$ cat config.mk
export PLATFORM = sky130hd
export DESIGN_NAME = tapcfg_core
export DESIGN_NICKNAME = d
export VERILOG_FILES = /design/src/core/tapcfg_core.v
export VERILOG_INCLUDE_DIRS = /design/src /design/src/shared
export SDC_FILE = /design/constraint.sdc
export NUM_CORES = 1
export LEC_CHECK = 0
export ABC_AREA = 0
export BUFFER_PORTS_ARGS = -buffer_cell sky130_fd_sc_hd__buf_2
export CAP_MARGIN = 20
export CORE_ASPECT_RATIO = 0.5
export CORE_UTILIZATION = 50
export DETAILED_ROUTE_END_ITERATION = 10
export PLACE_DENSITY = 0.77
export SYNTH_ARGS = -nofsm -noshare
export SYNTH_HDL_FRONTEND = slang
export SYNTH_SLANG_ARGS = --single-unit
$ cat constraint.sdc
create_clock -name clock -period 2.1 [get_ports clock]
set_clock_uncertainty 0.15 [all_clocks]
set_input_delay 0.525 -clock clock [delete_from_list [all_inputs] [get_ports clock]]
set_output_delay 0.525 -clock clock [all_outputs]
set_load 0.03 [all_outputs]
$ cat src/shared/tapcfg_regs.vh
`ifndef TAPCFG_REGS_VH
`define TAPCFG_REGS_VH
// register offsets (8-bit address space)
`define TAPCFG_OFS_CFG0        8'h56
`define TAPCFG_OFS_CFG1        8'h57
`define TAPCFG_OFS_CFG2        8'h58
`define TAPCFG_OFS_THSZ        8'h59
`define TAPCFG_OFS_STATUS      8'h60
`define TAPCFG_OFS_MASK        8'h61
// cfg0 field positions
`define TAPCFG_CLR_ON_READ_BIT 6
`define TAPCFG_SLEEP_STAT_BIT  5
`define TAPCFG_FILTER_BIT      4
`define TAPCFG_TAP_X_EN_BIT    3
`define TAPCFG_TAP_Y_EN_BIT    2
`define TAPCFG_TAP_Z_EN_BIT    1
`define TAPCFG_LATCH_BIT       0
// cfg1 / cfg2 field positions
`define TAPCFG_PRIO_LSB        5
`define TAPCFG_INT_EN_BIT      7
`define TAPCFG_INACT_LSB       5
// reset values
`define TAPCFG_CFG_RESET       8'h00
`define TAPCFG_MASK_RESET      8'h00
// inactivity power modes
`define TAPCFG_INACT_NONE      2'b00
`define TAPCFG_INACT_XL_LP     2'b01
`define TAPCFG_INACT_GY_SLEEP  2'b10
`define TAPCFG_INACT_GY_OFF    2'b11
// event indices in the status register
`define TAPCFG_EV_ORIENT       0
`define TAPCFG_EV_FREEFALL     1
`define TAPCFG_EV_WAKE         2
`define TAPCFG_EV_TAP          3
`define TAPCFG_EV_INACT        4
`define TAPCFG_EV_SLEEP        5
`define TAPCFG_NUM_EVENTS      6
`endif

$ cat src/core/tapcfg_core.v
// Function
// - clear-on-read set: status read clears latch; else clear at end of data period.
// - sleep route on: pin shows sleep status if selector 1, else change pulse.
// - filter select 0 feeds slope data, 1 feeds high-pass data; resets 0.
// - each axis joins tap recognition only when its enable is 1; reset 0.
// - latch enable 1 holds requests until cleared; 0 (reset) does not latch.
// - three-bit priority code decodes to max, mid, min axis order.
// - separate five-bit x and y tap thresholds, reset 0, step full scale/32.
// - basic interrupts generated only while global enable is 1; reset 0.
// - inactivity mode sets accelerometer 12.5 Hz and gyro unchanged, sleep or off.
// - separate five-bit z tap threshold, reset 0, step full scale/32.
//
// Chosen here: the address-and-strobe port.
`include "tapcfg_regs.vh"
`default_nettype none

module tapcfg_core #(
  parameter NEV = `TAPCFG_NUM_EVENTS        // number of event sources
) (
  input  wire            clock,             // 125 MHz system clock
  input  wire            reset,             // synchronous, active high
  input  wire [7:0]      reg_addr,          // register address
  input  wire [7:0]      reg_wdata,         // write data
  input  wire            reg_write,         // write strobe
  input  wire            reg_read,          // read strobe
  output reg  [7:0]      reg_rdata,         // read data, cycle after strobe
  input  wire            odr_tick,          // end of output data period pulse
  input  wire [4:0]      event_raw,         // orient,freefall,wake,tap,inact conditions
  input  wire            sleep_state,       // current sleep status
  input  wire [15:0]     accel_slope,       // slope-filtered acceleration
  input  wire [15:0]     accel_highpass,    // high-pass filtered acceleration
  input  wire            pin1_sleep_change_route, // sleep route to pin 1
  input  wire            pin2_sleep_change_route, // sleep route to pin 2
  output reg  [15:0]     wake_filter_data,  // data to wake-up/activity logic
  output reg  [2:0]      tap_axis_enable,   // x,y,z tap enables
  output reg  [8:0]      tap_axis_order,    // max,mid,min axis codes, 3-bit one-hot each
  output reg  [4:0]      tap_threshold_axis_x, // x tap threshold
  output reg  [4:0]      tap_threshold_axis_y, // y tap threshold
  output reg  [4:0]      tap_threshold_axis_z, // z tap threshold
  output reg             accel_low_power,   // accelerometer forced to 12.5 Hz
  output reg             gyro_sleep,        // gyroscope to sleep
  output reg             gyro_power_down,   // gyroscope powered down
  output reg             event_int1,        // event interrupt pin 1
  output reg             event_int2,        // event interrupt pin 2
  output reg             irq                // status/mask interrupt
);

  ////////////////////////////////////////////////////////////////////////////
  // axis codes and priority decoding
  localparam [2:0] AX_X = 3'b001;
  localparam [2:0] AX_Y = 3'b010;
  localparam [2:0] AX_Z = 3'b100;

  // decode priority code to {max,mid,min} one-hot axes
  function [8:0] prio_decode;
    input [2:0] code;
    begin
      case (code)
        3'b000:  prio_decode = {AX_X, AX_Y, AX_Z};
        3'b001:  prio_decode = {AX_Y, AX_X, AX_Z};
        3'b010:  prio_decode = {AX_X, AX_Z, AX_Y};
        3'b011:  prio_decode = {AX_Z, AX_Y, AX_X};
        3'b100:  prio_decode = {AX_X, AX_Y, AX_Z};
        3'b101:  prio_decode = {AX_Y, AX_Z, AX_X};
        3'b110:  prio_decode = {AX_Z, AX_X, AX_Y};
        default: prio_decode = {AX_Z, AX_Y, AX_X};
      endcase
    end
  endfunction

  ////////////////////////////////////////////////////////////////////////////
  // register map, all registers eight bits wide
  //   0x56  bit 6 clear latch on status read
  //         bit 5 sleep status (1) or sleep change (0) on the pins
  //         bit 4 wake filter select, 0 slope, 1 high-pass
  //         bits 3..1 tap enables for x, y, z
  //         bit 0 interrupt latch enable
  //         bit 7 is not implemented and reads 0
  //   0x57  bits 7..5 tap axis priority, bits 4..0 x tap threshold
  //   0x58  bit 7 basic interrupt enable, bits 6..5 inactivity mode,
  //         bits 4..0 y tap threshold
  //   0x59  bits 4..0 z tap threshold, upper bits stored but unused here
  //   0x60  sticky status, bits 4..0 events, bit 5 sleep change,
  //         cleared by reading it
  //   0x61  irq mask, same layout as the status register
  // unmapped addresses read 0 and ignore writes
  // one threshold step is full scale / 32 on every axis
  localparam [5:0] SEL_CFG0   = 6'h01;
  localparam [5:0] SEL_CFG1   = 6'h02;
  localparam [5:0] SEL_CFG2   = 6'h04;
  localparam [5:0] SEL_THSZ   = 6'h08;
  localparam [5:0] SEL_STATUS = 6'h10;
  localparam [5:0] SEL_MASK   = 6'h20;

  // address decode shared by the write and read paths
  function [5:0] addr_decode;
    input [7:0] addr;
    begin
      if (addr == `TAPCFG_OFS_CFG0) begin
        addr_decode = SEL_CFG0;
      end else if (addr == `TAPCFG_OFS_CFG1) begin
        addr_decode = SEL_CFG1;
      end else if (addr == `TAPCFG_OFS_CFG2) begin
        addr_decode = SEL_CFG2;
      end else if (addr == `TAPCFG_OFS_THSZ) begin
        addr_decode = SEL_THSZ;
      end else if (addr == `TAPCFG_OFS_STATUS) begin
        addr_decode = SEL_STATUS;
      end else if (addr == `TAPCFG_OFS_MASK) begin
        addr_decode = SEL_MASK;
      end else begin
        addr_decode = 6'h00;
      end
    end
  endfunction

  ////////////////////////////////////////////////////////////////////////////
  // configuration registers
  reg [7:0] cfg0_reg;
  reg [7:0] cfg1_reg;
  reg [7:0] cfg2_reg;
  reg [7:0] thsz_reg;
  reg [7:0] mask_reg;
  reg [7:0] status_reg;

  wire clear_latch_on_status_read = cfg0_reg[`TAPCFG_CLR_ON_READ_BIT];
  wire sleep_status_select        = cfg0_reg[`TAPCFG_SLEEP_STAT_BIT];
  wire wake_filter_select         = cfg0_reg[`TAPCFG_FILTER_BIT];
  wire interrupt_latch_enable     = cfg0_reg[`TAPCFG_LATCH_BIT];
  wire basic_int_enable           = cfg2_reg[`TAPCFG_INT_EN_BIT];
  wire [1:0] inactivity_power_mode = cfg2_reg[`TAPCFG_INACT_LSB+1:`TAPCFG_INACT_LSB];

  // one select line per register, shared by writes and reads
  wire [5:0] addr_sel = addr_decode(reg_addr);
  wire wr_cfg0   = reg_write && addr_sel[0];
  wire wr_cfg1   = reg_write && addr_sel[1];
  wire wr_cfg2   = reg_write && addr_sel[2];
  wire wr_thsz   = reg_write && addr_sel[3];
  wire wr_mask   = reg_write && addr_sel[5];
  wire rd_status = reg_read && addr_sel[4];

  // register writes; bit 7 of cfg0 reads as zero
  always @(posedge clock) begin
    if (reset) begin
      cfg0_reg <= `TAPCFG_CFG_RESET;
      cfg1_reg <= `TAPCFG_CFG_RESET;
      cfg2_reg <= `TAPCFG_CFG_RESET;
      thsz_reg <= `TAPCFG_CFG_RESET;
      mask_reg <= `TAPCFG_MASK_RESET;
    end else begin
      if (wr_cfg0) begin
        cfg0_reg <= {1'b0, reg_wdata[6:0]};
      end
      if (wr_cfg1) begin
        cfg1_reg <= reg_wdata;
      end
      if (wr_cfg2) begin
        cfg2_reg <= reg_wdata;
      end
      if (wr_thsz) begin
        thsz_reg <= reg_wdata;
      end
      if (wr_mask) begin
        mask_reg <= {2'b00, reg_wdata[5:0]};
      end
    end
  end

  ////////////////////////////////////////////////////////////////////////////
  // event latching
  reg        sleep_prev_reg;
  reg  [4:0] latch_reg;
  wire       sleep_change = sleep_state ^ sleep_prev_reg;
  wire [4:0] event_gated  = basic_int_enable ? event_raw : 5'h00;
  wire [4:0] event_level;

  // latch behaviour per event bit:
  //   latch off    : nothing is held, the pin follows the gated condition
  //   latch on     : a gated condition sets the bit until a clear
  //   clear source : status read when clear-on-read is set, else the
  //                  end-of-period tick
  //   a new condition in the clearing cycle keeps the bit set
  // software has to set latch enable along with clear-on-read; with
  // clear-on-read alone nothing is latched, so nothing needs clearing
  // each event latches when enabled, else follows its condition
  genvar gi;
  generate
    for (gi = 0; gi < 5; gi = gi + 1) begin : g_latch
      always @(posedge clock) begin
        if (reset) begin
          latch_reg[gi] <= 1'b0;
        end else if (!interrupt_latch_enable) begin
          latch_reg[gi] <= 1'b0;
        end else if (event_gated[gi]) begin
          latch_reg[gi] <= 1'b1;
        end else if (clear_latch_on_status_read && rd_status) begin
          latch_reg[gi] <= 1'b0;
        end else if (!clear_latch_on_status_read && odr_tick) begin
          latch_reg[gi] <= 1'b0;
        end
      end
      assign event_level[gi] = event_gated[gi] | latch_reg[gi];
    end
  endgenerate

  // sleep history for change detection
  always @(posedge clock) begin
    if (reset) begin
      sleep_prev_reg <= 1'b0;
    end else begin
      sleep_prev_reg <= sleep_state;
    end
  end

  ////////////////////////////////////////////////////////////////////////////
  // pin drive and functional outputs
  wire sleep_pin_val = sleep_status_select ? sleep_state : sleep_change;
  wire any_event     = |event_level;

  // every output here is registered, one cycle behind the settings it
  // follows, so a register write shows on the outputs two cycles later

  // interrupt pins: event level or routed sleep indication
  always @(posedge clock) begin
    if (reset) begin
      event_int1 <= 1'b0;
      event_int2 <= 1'b0;
    end else begin
      event_int1 <= any_event | (pin1_sleep_change_route & sleep_pin_val);
      event_int2 <= any_event | (pin2_sleep_change_route & sleep_pin_val);
    end
  end

  // data source for the wake-up and activity functions
  always @(posedge clock) begin
    if (reset) begin
      wake_filter_data <= 16'h0000;
    end else begin
      wake_filter_data <= wake_filter_select ? accel_highpass : accel_slope;
    end
  end

  // tap axis enables, priority order and thresholds
  always @(posedge clock) begin
    if (reset) begin
      tap_axis_enable      <= 3'b000;
      tap_axis_order       <= 9'h000;
      tap_threshold_axis_x <= 5'h00;
      tap_threshold_axis_y <= 5'h00;
      tap_threshold_axis_z <= 5'h00;
    end else begin
      tap_axis_enable <= {cfg0_reg[`TAPCFG_TAP_X_EN_BIT], cfg0_reg[`TAPCFG_TAP_Y_EN_BIT],
                          cfg0_reg[`TAPCFG_TAP_Z_EN_BIT]};
      tap_axis_order <= prio_decode(cfg1_reg[`TAPCFG_PRIO_LSB+2:`TAPCFG_PRIO_LSB]);
      tap_threshold_axis_x <= cfg1_reg[4:0];
      tap_threshold_axis_y <= cfg2_reg[4:0];
      tap_threshold_axis_z <= thsz_reg[4:0];
    end
  end

  // inactivity mode decode to power requests
  always @(posedge clock) begin
    if (reset) begin
      accel_low_power <= 1'b0;
      gyro_sleep      <= 1'b0;
      gyro_power_down <= 1'b0;
    end else begin
      accel_low_power <= (inactivity_power_mode != `TAPCFG_INACT_NONE);
      gyro_sleep      <= (inactivity_power_mode == `TAPCFG_INACT_GY_SLEEP);
      gyro_power_down <= (inactivity_power_mode == `TAPCFG_INACT_GY_OFF);
    end
  end

  ////////////////////////////////////////////////////////////////////////////
  // sticky status, read-clear, mask and irq
  //   bits 4..0 follow the gated event conditions, bit 5 the sleep change
  //   a set in the same cycle as the read clear wins, so an event that
  //   arrives while software reads the register is not lost
  localparam NST = NEV;  // status bits in use
  wire [NST-1:0] status_set = {sleep_change, event_gated};
  reg  [NST-1:0] status_keep;
  reg  [NST-1:0] status_next;
  reg            irq_next;

  // status bits survive unless the status register is read
  always @* begin
    if (rd_status) begin
      status_keep = {NST{1'b0}};
    end else begin
      status_keep = status_reg[NST-1:0];
    end
  end

  // set wins over the read clear; irq looks at the next status value
  always @* begin
    status_next = status_set | status_keep;
    irq_next    = |(status_next & mask_reg[NST-1:0]);
  end

  // status and irq flip-flops
  always @(posedge clock) begin
    if (reset) begin
      status_reg <= 8'h00;
      irq        <= 1'b0;
    end else begin
      status_reg <= {{(8-NST){1'b0}}, status_next};
      irq        <= irq_next;
    end
  end

  ////////////////////////////////////////////////////////////////////////////
  // read data
  always @(posedge clock) begin
    if (reset) begin
      reg_rdata <= 8'h00;
    end else if (reg_read) begin
      if (addr_sel[0]) begin
        reg_rdata <= cfg0_reg;
      end else if (addr_sel[1]) begin
        reg_rdata <= cfg1_reg;
      end else if (addr_sel[2]) begin
        reg_rdata <= cfg2_reg;
      end else if (addr_sel[3]) begin
        reg_rdata <= thsz_reg;
      end else if (addr_sel[4]) begin
        reg_rdata <= status_reg;
      end else if (addr_sel[5]) begin
        reg_rdata <= mask_reg;
      end else begin
        reg_rdata <= 8'h00;
      end
    end else begin
      reg_rdata <= 8'h00;
    end
  end

endmodule

`default_nettype wire

# After elaboration in Yosys (flattened, before gate mapping)
# Cells that the tools add are included.
[word_totals] ff_bits=108 inputBits=61 output_inout_bits=57 elab_cells=100
[classes] eq_ne=13 mux=24 bitwise=14 n_reduce_logical=22
[op_table] operator="8-bit by 7-bit == test with 1-bit output, second input constant" count=6
[op_table] operator="6-bit 2-to-1 mux" count=8
[op_table] operator="9-bit case mux with 5 select lines" count=1
[op_table] operator="8-bit 2-to-1 mux" count=4
[op_table] operator="16-bit 2-to-1 mux" count=1
[op_table] operator="3-bit nonzero test" count=5
[op_table] operator="3-bit == test, second input constant" count=3
[op_table] operator="1-bit logical AND" count=8
[op_table] operator="1-bit 2-to-1 mux" count=8
[op_table] operator="7-bit 2-to-1 mux" count=1
[op_table] operator="1-bit bitwise OR" count=7
[op_table] operator="6-bit bitwise AND" count=1
[op_table] operator="6-bit bitwise OR" count=1
[op_table] operator="2-bit OR reduction" count=3
[op_table] operator="6-bit OR reduction" count=1
[op_table] operator="5-bit 2-to-1 mux" count=1
[op_table] operator="5-bit OR reduction" count=1
[op_table] operator="2-bit == test, second input constant" count=2
[op_table] operator="3-bit by 1-bit == test with 1-bit output, second input constant" count=1
[op_table] operator="3-bit by 2-bit == test with 1-bit output, second input constant" count=1
[op_table] operator="3-bit logical NOT" count=1
[op_table] operator="3-bit OR reduction" count=1
[op_table] operator="1-bit bitwise AND" count=2
[op_table] operator="1-bit NOT" count=2
[op_table] operator="3 further kinds" count=3

# Depth between registers and ports, before layout
# Gate-level depths: netlist of the first run.
[logic_depth] ltp_word=13 depth_mapped=7 depth_no_buf=4

# Worst setup path after synthesis of the first run
# OpenSTA, ideal clock, no wires.
[synth_path] kind="input port to flip-flop" startpoint="input reg_addr[2]" endpoint="register thsz_reg[7]" setup_time_ps=128 t_arrival_ps=1678 required_ps=1822 path_slack_ps=145 stages=5 path_buffers=1 path_cell_list="buf_2 > nor3b_2 > nand4_2 > mux2i_1 > nor2_1"
[synth_via] elab_chain_cells=7 elab_cells_between_ends=11 cone_classes="eq/ne (5); mux (5); reduce/logical (1)"
[synth_lines] item="from (decl)" line_no="tapcfg_core.v:22" source="input wire [7:0] reg_addr,"
[synth_lines] item="8-bit by 7-bit == test with 1-bit output (no source line)"
[synth_lines] item="6-bit 2-to-1 mux" line_no="tapcfg_core.v:107" source="end else if (addr == `TAPCFG_OFS_STATUS) begin"
[synth_lines] item="6-bit 2-to-1 mux" line_no="tapcfg_core.v:105" source="end else if (addr == `TAPCFG_OFS_THSZ) begin"
[synth_lines] item="6-bit 2-to-1 mux" line_no="tapcfg_core.v:103" source="end else if (addr == `TAPCFG_OFS_CFG2) begin"
[synth_lines] item="6-bit 2-to-1 mux" line_no="tapcfg_core.v:101" source="end else if (addr == `TAPCFG_OFS_CFG1) begin"
[synth_lines] item="6-bit 2-to-1 mux (*)" line_no="tapcfg_core.v:99" source="if (addr == `TAPCFG_OFS_CFG0) begin"
[synth_lines] item="1-bit logical AND (*)" line_no="tapcfg_core.v:138" source="wire wr_thsz = reg_write && addr_sel[3];"
[synth_lines] item="to (signal assigned)" line_no="tapcfg_core.v:148" source="thsz_reg <= `TAPCFG_CFG_RESET;"
[synth_lines] item="to (signal assigned)" line_no="tapcfg_core.v:161" source="thsz_reg <= reg_wdata;"
[synth_lines] item="to (decl)" line_no="tapcfg_core.v:122" source="reg [7:0] thsz_reg;"
# Every way passes the cells marked *; elsewhere a longest branch is shown, timed or not.
# A chain may end at the register's enable or synchronous reset.

# Worst setup path in the final report of the first run
[layout_path] startpoint="input reg_addr[5]" endpoint="register thsz_reg[6]"
# Same word-level chain as after synthesis.

==> impl_metrics.json, run 1 <==
{
  "critPathKind": "primary input to flop",
  "layout-drive-gt1-share_pct": 29.79,
  "synth_ff_type": "dfxtp_1",
  "gp_congestion": 0.8574,
  "synth.area.top_cells": "dfxtp_1, mux2i_1, nor2_1",
  "clkTransAtPathRegs_ps": 60,
  "ys_ff_latch": 106,
  "vias": 3566,
  "cp.arrival_ps": 1810,
  "syn-instance-count": 432,
  "fin_cells": 676,
  "setup_viol": 0,
  "post-cts-setup-buffers": 0,
  "syn_area_mm2": 0.004158,
  "power_density_mw_per_mm2": 759.9,
  "timing.fmax_mhz": 569.5,
  "start_util_pct": 51.78,
  "cp-end-kind": "flop",
  "rows": 23,
  "final.min_clock_period_ps": 1756,
  "r2r-end": "irq$_SDFF_PP0_",
  "antenna_left": 0,
  "drtIter0Drc": 285,
  "crit_path_end": "thsz_reg[6]$_SDFFE_PP0P_",
  "dr.pass1.iters": 5,
  "path_depth": 6,
  "rrSetupSlack_ps": 490,
  "cpLargestDelayFamily": "simple AND/OR/NAND/NOR gates",
  "die-area_mm2": 0.008706,
  "crit_path_cell_trace": "buf_2, and4bb_2, nand4_2, buf_4, mux2i_1, nor2_1",
  "largest_reg_flops": 16,
  "postSynth.asyncResetShare_pct": 0,
  "die_y_um": 66.48,
  "tns_ps": 0,
  "seq_area_frac_synth_pct": 51.04,
  "ir_drop_mv": 0.4761,
  "syn_avg_cell_area_um2": 9.624,
  "slowest_delay_ps": 520,
  "cts_resized": 0,
  "cp-start-kind": "primary input",
  "status": "completed",
  "slew_viol_final": 0,
  "critPathBufInv": 2,
  "hold_class": "primary input to flop",
  "htree_levels": 3,
  "worstMarginPinSlew_ps": 496.8,
  "leakagePower_nw": 2.547,
  "drt_wl_total_um": 9899,
  "grt_pass1_wl_um": 15390,
  "maxCapViolations": 0,
  "grt_overflow": 0,
  "first_global_vias": 3155,
  "cp.required_ps": 2160,
  "die_w_um": 131.0,
  "clk_path_buf_depth": 2,
  "pin_count": 118,
  "fill_cells": 656,
  "reg2regPathDepth": 3,
  "worstReg2RegStart": "cfg2_reg[7]$_SDFFE_PP0P_",
  "synth_nets": 493,
  "num_antenna_cells": 0,
  "netlist.area_leader.share_pct": 51.04,
  "synth-edff-count": 0,
  "crit_start": "reg_addr[5]",
  "period_share_pct": 83.61,
  "ys_warn_count": 0,
  "yosysMostFrequentCell": "dfxtp_1",
  "vias_per_cell": 5.275,
  "grt_max_degree": 46,
  "dp.cells": 660,
  "grt_setup_unrepaired": "no",
  "slew_headroom_pct": 66.45,
  "holdBufCountCts": 0,
  "yosys.area.top_type": "dfxtp_1",
  "place_area_mm2": 0.004960,
  "regMostFlops": "wake_filter_data",
  "cts_sinks": 106,
  "root_buffer": "clkbuf_16",
  "cts_tree": "done",
  "ys_types": 45,
  "fin_area_mm2": 0.005258,
  "drc": 0,
  "finalHoldViolations": 0,
  "grt_antenna_before_repair": 0,
  "crit_path_max_fanout": 15,
  "largestRegisters": "wake_filter_data x16, tap_axis_order x9",
  "cts_made_buffers": 9,
  "num-nets-final": 620,
  "hpwlAfterDp_um": 7339,
  "synth_common_cells": "dfxtp_1, nor2_1, mux2i_1, a21oi_1, nor2b_1",
  "clock_latency_ps": 340,
  "grt_use_total_pct": 23.85,
  "crit_slowest_cell": "and4bb_2",
  "wire_per_inst_um": 14.64,
  "numPortBuffers": 117,
  "syn_to_final_growth_pct": 26.45,
  "core-area_mm2": 0.008029
}
-- worst min-delay path by stage --
stage	from	end	slack (ps)	cells past startpoint
after floorplan	cfg1_reg[3]$_SDFFE_PP0P_	tap_threshold_axis_x[3]$_SDFF_PP0_	280	2
after global placement	latch_reg[2]$_SDFFE_PP0P_	latch_reg[2]$_SDFFE_PP0P_	290	2
after detailed placement	latch_reg[4]$_SDFFE_PP0P_	latch_reg[4]$_SDFFE_PP0P_	300	2
after CTS	accel_slope[4]	wake_filter_data[4]$_SDFF_PP0_	260	3
after global routing	accel_slope[11]	wake_filter_data[11]$_SDFF_PP0_	270	3
final	accel_slope[4]	wake_filter_data[4]$_SDFF_PP0_	270	3
-- tightest hold or removal path, delay by kind of cell --
family / cells / cell delay, ps
buffers and inverters: 1 / 70
and+or+nand+nor: 1 / 70
muxes: 1 / 50
-- metal layers --
layer | up-vias | wire, um | track usage (%)
met5 | - | 0 | 0
met4 | 0 | 134 | 7.902
met3 | 13 | 608 | 6.586
met2 | 135 | 4665 | 40.61
met1 | 1662 | 4490 | 29.30
li1 | 1756 | - | -
-- cells by family after synthesis --
family / Yosys count / synth area share, %
AOI/OAI and AO/OA: 71 / 10.74
xor gates and xnor gates: 2 / 0.4214
buffers and inverters: 34 / 3.491
DFF: 106 / 51.04
muxes: 54 / 13.03
and+or+nand+nor: 165 / 21.28
-- per-stage QoR --
step | setup slack (ps) | hold WS, ps | util (%) | total power (W)
final | 344.1 | 267.4 | 65.48 | 0.003995
after global routing | 301.7 | 271.6 | 65.48 | 0.004153
after CTS | 366.4 | 256.0 | 65.48 | 0.004033
after detailed placement | 32.06 | 298.7 | 61.77 | 0.002377
after global placement | 30.21 | 293.4 | 61.77 | 0.002371
after floorplan | 144.6 | 280.1 | - | 0.002243
-- cell usage in the layout (no fill, tap or decap), drive strengths merged, types with 4 or more instances in the layout --
master  instances
buf           143
dfxtp         106
nor2           74
mux2i          53
a21oi          24
nor2b          24
nand2          20
o21ai          17
and3           14
clkbuf         12
a22oi           8
inv             7
nand2b          6
nand4           5
nor3            4
nor3b           4
nor4b           4
-- where the power goes --
group          internal, W  leakage, nW  total [W]  switching (W)
Combinational     0.000109         1.54   0.000292       0.000183
Clock             0.000958        0.143    0.00166       0.000704
Sequential         0.00203        0.860    0.00204     0.00000717
Total              0.00310         2.55    0.00400       0.000894
-- layout make-up --
cell class,instances,area [um2],share of cell area [%]
timing repair buffer,143,780.7,14.85
multi-input combinational,292,1891,35.96
clock inverter,4,51.30,0.9757
sequential,106,2122,40.36
tap,112,140.1,2.665
clock buffer,12,246.5,4.688
inverter,7,26.28,0.4998
No activity file was read; power rests on OpenSTA's default activity.
==> run 2: changes to the inputs <==
--- a/config.mk
+++ b/config.mk
@@ -10,9 +10,9 @@
 export BUFFER_PORTS_ARGS = -buffer_cell sky130_fd_sc_hd__buf_2
 export CAP_MARGIN = 20
 export CORE_ASPECT_RATIO = 0.5
-export CORE_UTILIZATION = 50
+export CORE_UTILIZATION = 46
 export DETAILED_ROUTE_END_ITERATION = 10
-export PLACE_DENSITY = 0.77
+export PLACE_DENSITY = 0.75
 export SYNTH_ARGS = -nofsm -noshare
 export SYNTH_HDL_FRONTEND = slang
 export SYNTH_SLANG_ARGS = --single-unit
==> constraint.sdc (replaced) <==
create_clock -name clock -period 1.5 [get_ports clock]
set_clock_uncertainty 0.15 [all_clocks]
set_input_delay 0.375 -clock clock [delete_from_list [all_inputs] [get_ports clock]]
set_output_delay 0.375 -clock clock [all_outputs]
set_load 0.03 [all_outputs]
==> run 2 against run 1 <==
  * Sequential share of layout area shrank 2.0 points
  * Highest routed layer unchanged
  * Register-to-register slack worse by 390 ps
  * Utilization decreased by 2.2 points
  * Critical path type unchanged
  * Critical path depth grew 1
  * Worst setup slack got worse by 320 ps
==> impl_metrics.json, run 2 (synthesis gave the netlist of run 1 again) <==
{
  "critPathKind": "primary input to flop",
  "grt_overflow": 0,
  "hpwlAfterDp_um": 7406,
  "status": "completed",
  "vias_per_cell": 5.240,
  "largest_reg_flops": 16,
  "finalHoldViolations": 0,
  "leakagePower_nw": 2.595,
  "final_common_cell": "buf_2",
  "core-area_mm2": 0.008738,
  "crit_slowest_cell": "nor4b_4",
  "cp.arrival_ps": 1560,
  "holdWs_ps": 111.4,
  "tns_ps": 0,
  "timing.fmax_mhz": 679.0,
  "cpLargestDelayFamily": "buffers and inverters",
  "drtIter0Drc": 292,
  "period_share_pct": 98.18,
  "drt_wl_total_um": 10330,
  "htree_levels": 3,
  "first_global_vias": 3484,
  "crit_path_max_fanout": 5,
  "fin_area_mm2": 0.005529,
  "cp.required_ps": 1580,
  "hold_class": "primary input to flop",
  "cp-end-kind": "flop",
  "fin_util_pct": 63.27,
  "slew_headroom_pct": 76.66,
  "setup_viol": 0,
  "drc": 0,
  "dp.cells": 672,
  "power_density_mw_per_mm2": 1026,
  "slowest_delay_ps": 320,
  "wire_per_inst_um": 14.94,
  "regMostFlops": "wake_filter_data",
  "slew_viol_final": 0,
  "syn_to_final_growth_pct": 32.98,
  "holdBufCountCts": 0,
  "cts_sinks": 106,
  "dr.pass1.iters": 5,
  "pin_count": 118,
  "grt_antenna_before_repair": 0,
  "largestRegisters": "wake_filter_data x16, tap_axis_order x9",
  "num_antenna_cells": 0,
  "root_buffer": "clkbuf_16",
  "grt_pass1_wl_um": 16970,
  "cp-start-kind": "primary input",
  "clock_latency_ps": 350,
  "crit_path_cell_trace": "buf_2, nor4b_4, buf_4, nand4_4, buf_6, mux2i_1, nor2_1",
  "ir_drop_mv": 0.6275,
  "start_util_pct": 47.58,
  "cts_tree": "done",
  "clkTransAtPathRegs_ps": 60,
  "die_w_um": 136.5,
  "numPortBuffers": 117,
  "fin_cells": 691,
  "clk_path_buf_depth": 2,
  "final.min_clock_period_ps": 1473,
  "die-area_mm2": 0.009446,
  "gp_congestion": 0.9048,
  "grt_max_degree": 48,
  "antenna_left": 0,
  "maxCapViolations": 0,
  "num-nets-final": 630,
  "cts_made_buffers": 9,
  "fill_cells": 743,
  "regArea_mm2": 0.002122,
  "grt_use_total_pct": 23.24,
  "critPathBufInv": 3,
  "place_area_mm2": 0.005127,
  "most-common-layout-cells": "buf_2, dfxtp_1, nor2_1",
  "die_y_um": 69.23,
  "multi_input_area_mm2": 0.002021,
  "layout-drive-gt1-share_pct": 33.10,
  "vias": 3621,
  "rows": 24,
  "worstMarginPinSlew_ps": 349.6
}
[run 2: cell count changes in the layout (fill, tap and decap cells not counted), sizes merged]
cell and change:
buf +10, clkinvlp +1, inv +1, clkbuf -1, clkinv -1
[run 2: per-stage QoR]
stage / power, W / setup WS [ps]
after global placement: 0.003364 / -407.9
after detailed placement: 0.003371 / -458.6
after floorplan: 0.003165 / -189.2
after global routing: 0.005870 / -33.47
final: 0.005675 / 27.27
after CTS: 0.005691 / 5.743
[run 2: metal layers]
metal | part of all wire [%] | vias to the layer above | global-route usage, %
met4 | 1.2 | 0 | 8.025
met3 | 6.7 | 14 | 6.579
li1 | - | 1775 | -
met1 | 46 | 1687 | 30.86
met5 | 0 | - | 0
met2 | 46 | 145 | 36.15
[run 2: where the power goes]
| part | internal, W | total (W) | switching, W |
|---|---|---|---|
| sequential | 0.00285 | 0.00286 | 0.00000898 |
| clock | 0.00130 | 0.00235 | 0.00104 |
| combinational | 0.000191 | 0.000473 | 0.000282 |
[run 2: area by class of cell]
cell class	count	area share, %
Clock inverter	5	1.131
Inverter	7	0.4752
Multi-Input combinational cell	292	36.55
Timing Repair Buffer	153	16.61
Tap cell	117	2.648
Clock buffer	11	4.209
Sequential cell	106	38.38
[run 2: worst reg2reg max path: stages (launching register included)]
cell     delay (ps)
dfxtp_1         340
buf_12          150
a21oi_1         150
o22ai_1          90
a22oi_1         220
a41oi_2         170
[run 2: repair_timing]
item,in CTS,in global routing
buffers inserted,1,2
resized for setup,4,22
pin swaps,4,12
hold endpoints to repair,0,0
gates cloned,0,0
setup endpoints to repair,10,21
[run 2: final timing paths]
path	start	end	slack (ps)	cells past startpoint
setup / recovery	reg_addr[4]	mask_reg[1]$_SDFFE_PP0P_	30	7
hold reg to reg	latch_reg[1]$_SDFFE_PP0P_	latch_reg[1]$_SDFFE_PP0P_	310	2
setup reg to reg	cfg2_reg[7]$_SDFFE_PP0P_	irq$_SDFF_PP0_	100	5
hold / removal	accel_slope[13]	wake_filter_data[13]$_SDFF_PP0_	110	3
==> run 3: changes to the inputs <==
--- a/config.mk
+++ b/config.mk
@@ -12,6 +12,7 @@
 export CORE_ASPECT_RATIO = 0.5
 export CORE_UTILIZATION = 46
 export DETAILED_ROUTE_END_ITERATION = 10
+export MAX_ROUTING_LAYER = met4
 export PLACE_DENSITY = 0.75
 export SYNTH_ARGS = -nofsm -noshare
 export SYNTH_HDL_FRONTEND = slang
==> run 3 against run 2 <==
  * Sequential cell count did not move
  * Count of clock-buffer cells in the layout grew 2
  * Critical path depth did not move
  * Global-route usage is 0.65 points higher
  * Maximum frequency up 0.45%
  * Worst setup slack better by 6.6 ps
  * Via count down 1.1%
  * Combinational power hardly changed
  * First-iteration DRC count is 8.6% lower
  * Total power up 1.0%
  * Non-clock buffer count is 1 lower
  * Clock power increased by 3%
==> impl_metrics.json, run 3 (synthesis gave the netlist of run 1 again) <==
{
  "vias": 3582,
  "cp.arrival_ps": 1530,
  "grt_use_total_pct": 23.89,
  "die_y_um": 69.23,
  "slew_viol_final": 0,
  "power_density_mw_per_mm2": 1036,
  "holdBufCountCts": 0,
  "period_share_pct": 97.74,
  "clkTransAtPathRegs_ps": 70,
  "num-nets-final": 629,
  "fill_cells": 734,
  "rows": 24,
  "crit_path_max_fanout": 9,
  "regMostFlops": "wake_filter_data",
  "maxCapViolations": 0,
  "cp-end-kind": "flop",
  "switching_share_pct": 22.75,
  "final.min_clock_period_ps": 1466,
  "largest_reg_flops": 16,
  "grt_setup_unrepaired": "yes",
  "largestRegisters": "wake_filter_data x16, tap_axis_order x9",
  "crit_path_cell_trace": "buf_2, buf_4, nor4b_4, buf_6, a31oi_1, o21ai_1, a41oi_2",
  "p_switching_w": 0.001305,
  "clk_path_buf_depth": 2,
  "power.share.sequential_pct": 49.8,
  "drc": 0,
  "cts_tree": "done",
  "final_common_cell": "buf_2",
  "slowest_delay_ps": 230,
  "htree_levels": 3,
  "dp.cells": 672,
  "gp_congestion": 0.8921,
  "grt_pass1_wl_um": 16680,
  "leakagePower_nw": 2.606,
  "antenna_left": 0,
  "combPwrFrac_pct": 8.2,
  "root_buffer": "clkbuf_16",
  "first_global_vias": 3397,
  "slew_headroom_pct": 75.86,
  "vias_per_cell": 5.191,
  "layout-drive-gt1-share_pct": 32.98,
  "worstMarginPinSlew_ps": 361.7,
  "most-common-layout-cells": "buf_2, dfxtp_1, nor2_1",
  "num_antenna_cells": 0,
  "core-area_mm2": 0.008738,
  "critPathKind": "primary input to flop",
  "grt_overflow": 0,
  "cts_made_buffers": 9,
  "worstHoldPathCells": 3,
  "ir_drop_mv": 0.5709,
  "wire_per_inst_um": 14.83,
  "finalHoldViolations": 0,
  "fin_cells": 690,
  "cp-start-kind": "primary input",
  "status": "completed",
  "hold_class": "primary input to flop",
  "crit_start": "reg_addr[5]",
  "cpLargestDelayFamily": "compound AO/OA/AOI/OAI gates",
  "rrSetupSlack_ps": 90,
  "cp.required_ps": 1560,
  "setup_viol": 0,
  "grt_max_degree": 46,
  "p_clk_share_pct": 41.9,
  "path_depth": 7,
  "grt_antenna_before_repair": 0,
  "clock_latency_ps": 350,
  "worstReg2RegStart": "cfg2_reg[7]$_SDFFE_PP0P_",
  "die_w_um": 136.5,
  "drtIter0Drc": 267,
  "hpwlAfterDp_um": 7451,
  "reg2regPathDepth": 5,
  "die-area_mm2": 0.009446,
  "cts_sinks": 106,
  "critPathBufInv": 3,
  "dr.pass1.iters": 5,
  "hold_end": "wake_filter_data[4]$_SDFF_PP0_",
  "fin_util_pct": 63.33,
  "r2r-end": "irq$_SDFF_PP0_",
  "numPortBuffers": 117,
  "timing.fmax_mhz": 682.1,
  "pin_count": 118,
  "syn_to_final_growth_pct": 33.10,
  "drt_wl_total_um": 10230,
  "start_util_pct": 47.58,
  "crit_slowest_cell": "nor4b_4",
  "internal_power_w": 0.004430,
  "min_from": "accel_slope[4]"
}
==> run 3: what timing repair did <==
item                                   in CTS  in global routing
gates resized for setup                     5                 18
setup buffers                               1                  1
pin swaps                                   1                  8
setup endpoints to repair                   8                 21
endpoints found under the hold margin       0                  0
==> run 3: cell type report <==
class | count | area, um2 | area share, %
Clock buffer | 13 | 260.3 | 4.703
Clock inverter | 3 | 46.29 | 0.8365
Inverter | 7 | 26.28 | 0.4748
Multi-Input combinational cell | 292 | 2026 | 36.60
Sequential cell | 106 | 2122 | 38.35
Tap cell | 117 | 146.4 | 2.645
Timing Repair Buffer | 152 | 907.1 | 16.39
==> run 3: worst max-delay path by stage <==
stage	to	slack, ps
floorplan	cfg0_reg[4]$_SDFFE_PP0P_	-190
finish	irq$_SDFF_PP0_	30
detailed placement	reg_rdata[5]$_SDFF_PP0_	-470
global route	reg_rdata[3]$_SDFF_PP0_	-20
CTS	cfg2_reg[2]$_SDFFE_PP0P_	7
global placement	reg_rdata[3]$_SDFF_PP0_	-410
==> run 3: metal layers <==
layer  up-vias  part of all wire (%)  track usage (%)  routed length [um]
met5         -                     0                -                   0
met1      1645                    47            31.42                4772
met4         0                   1.6            8.272                 165
met3        18                   6.9            6.652                 704
li1       1776                     -                -                   -
met2       143                    45            35.19                4590
==> run 3: power groups by stage <==
stage | Combinational (W) | Clock (W) | Sequential [W]
after floorplan | 0.000178 | 0 | 0.00299
after CTS | 0.000454 | 0.00246 | 0.00286
after detailed placement | 0.000448 | 0 | 0.00292
after global routing | 0.000509 | 0.00259 | 0.00286
after global placement | 0.000442 | 0 | 0.00292
final | 0.000471 | 0.00241 | 0.00286
==> run 3: tightest hold or removal path, delay by kind of cell <==
kind          cells  cell delay, ps
buf+inv           1              70
mux               1              50
simple gates      1              70
==> run 3: stage by stage <==
step / worst slack (ps) / hold WS, ps / instance area, um2 / total power (W) / TNS [ps]
2_1_floorplan: -189.2 / 280.1 / 4269 / 0.003165 / -7289
3_3_place_gp: -408.0 / 291.8 / 5127 / 0.003365 / -16740
3_5_place_dp: -471.1 / 298.4 / 5127 / 0.003371 / -18370
4_1_cts: 6.916 / 94.56 / 5454 / 0.005775 / 0
5_1_grt: -18.09 / 103.6 / 5534 / 0.005956 / -40.99
6_report: 33.88 / 104.1 / 5534 / 0.005735 / 0
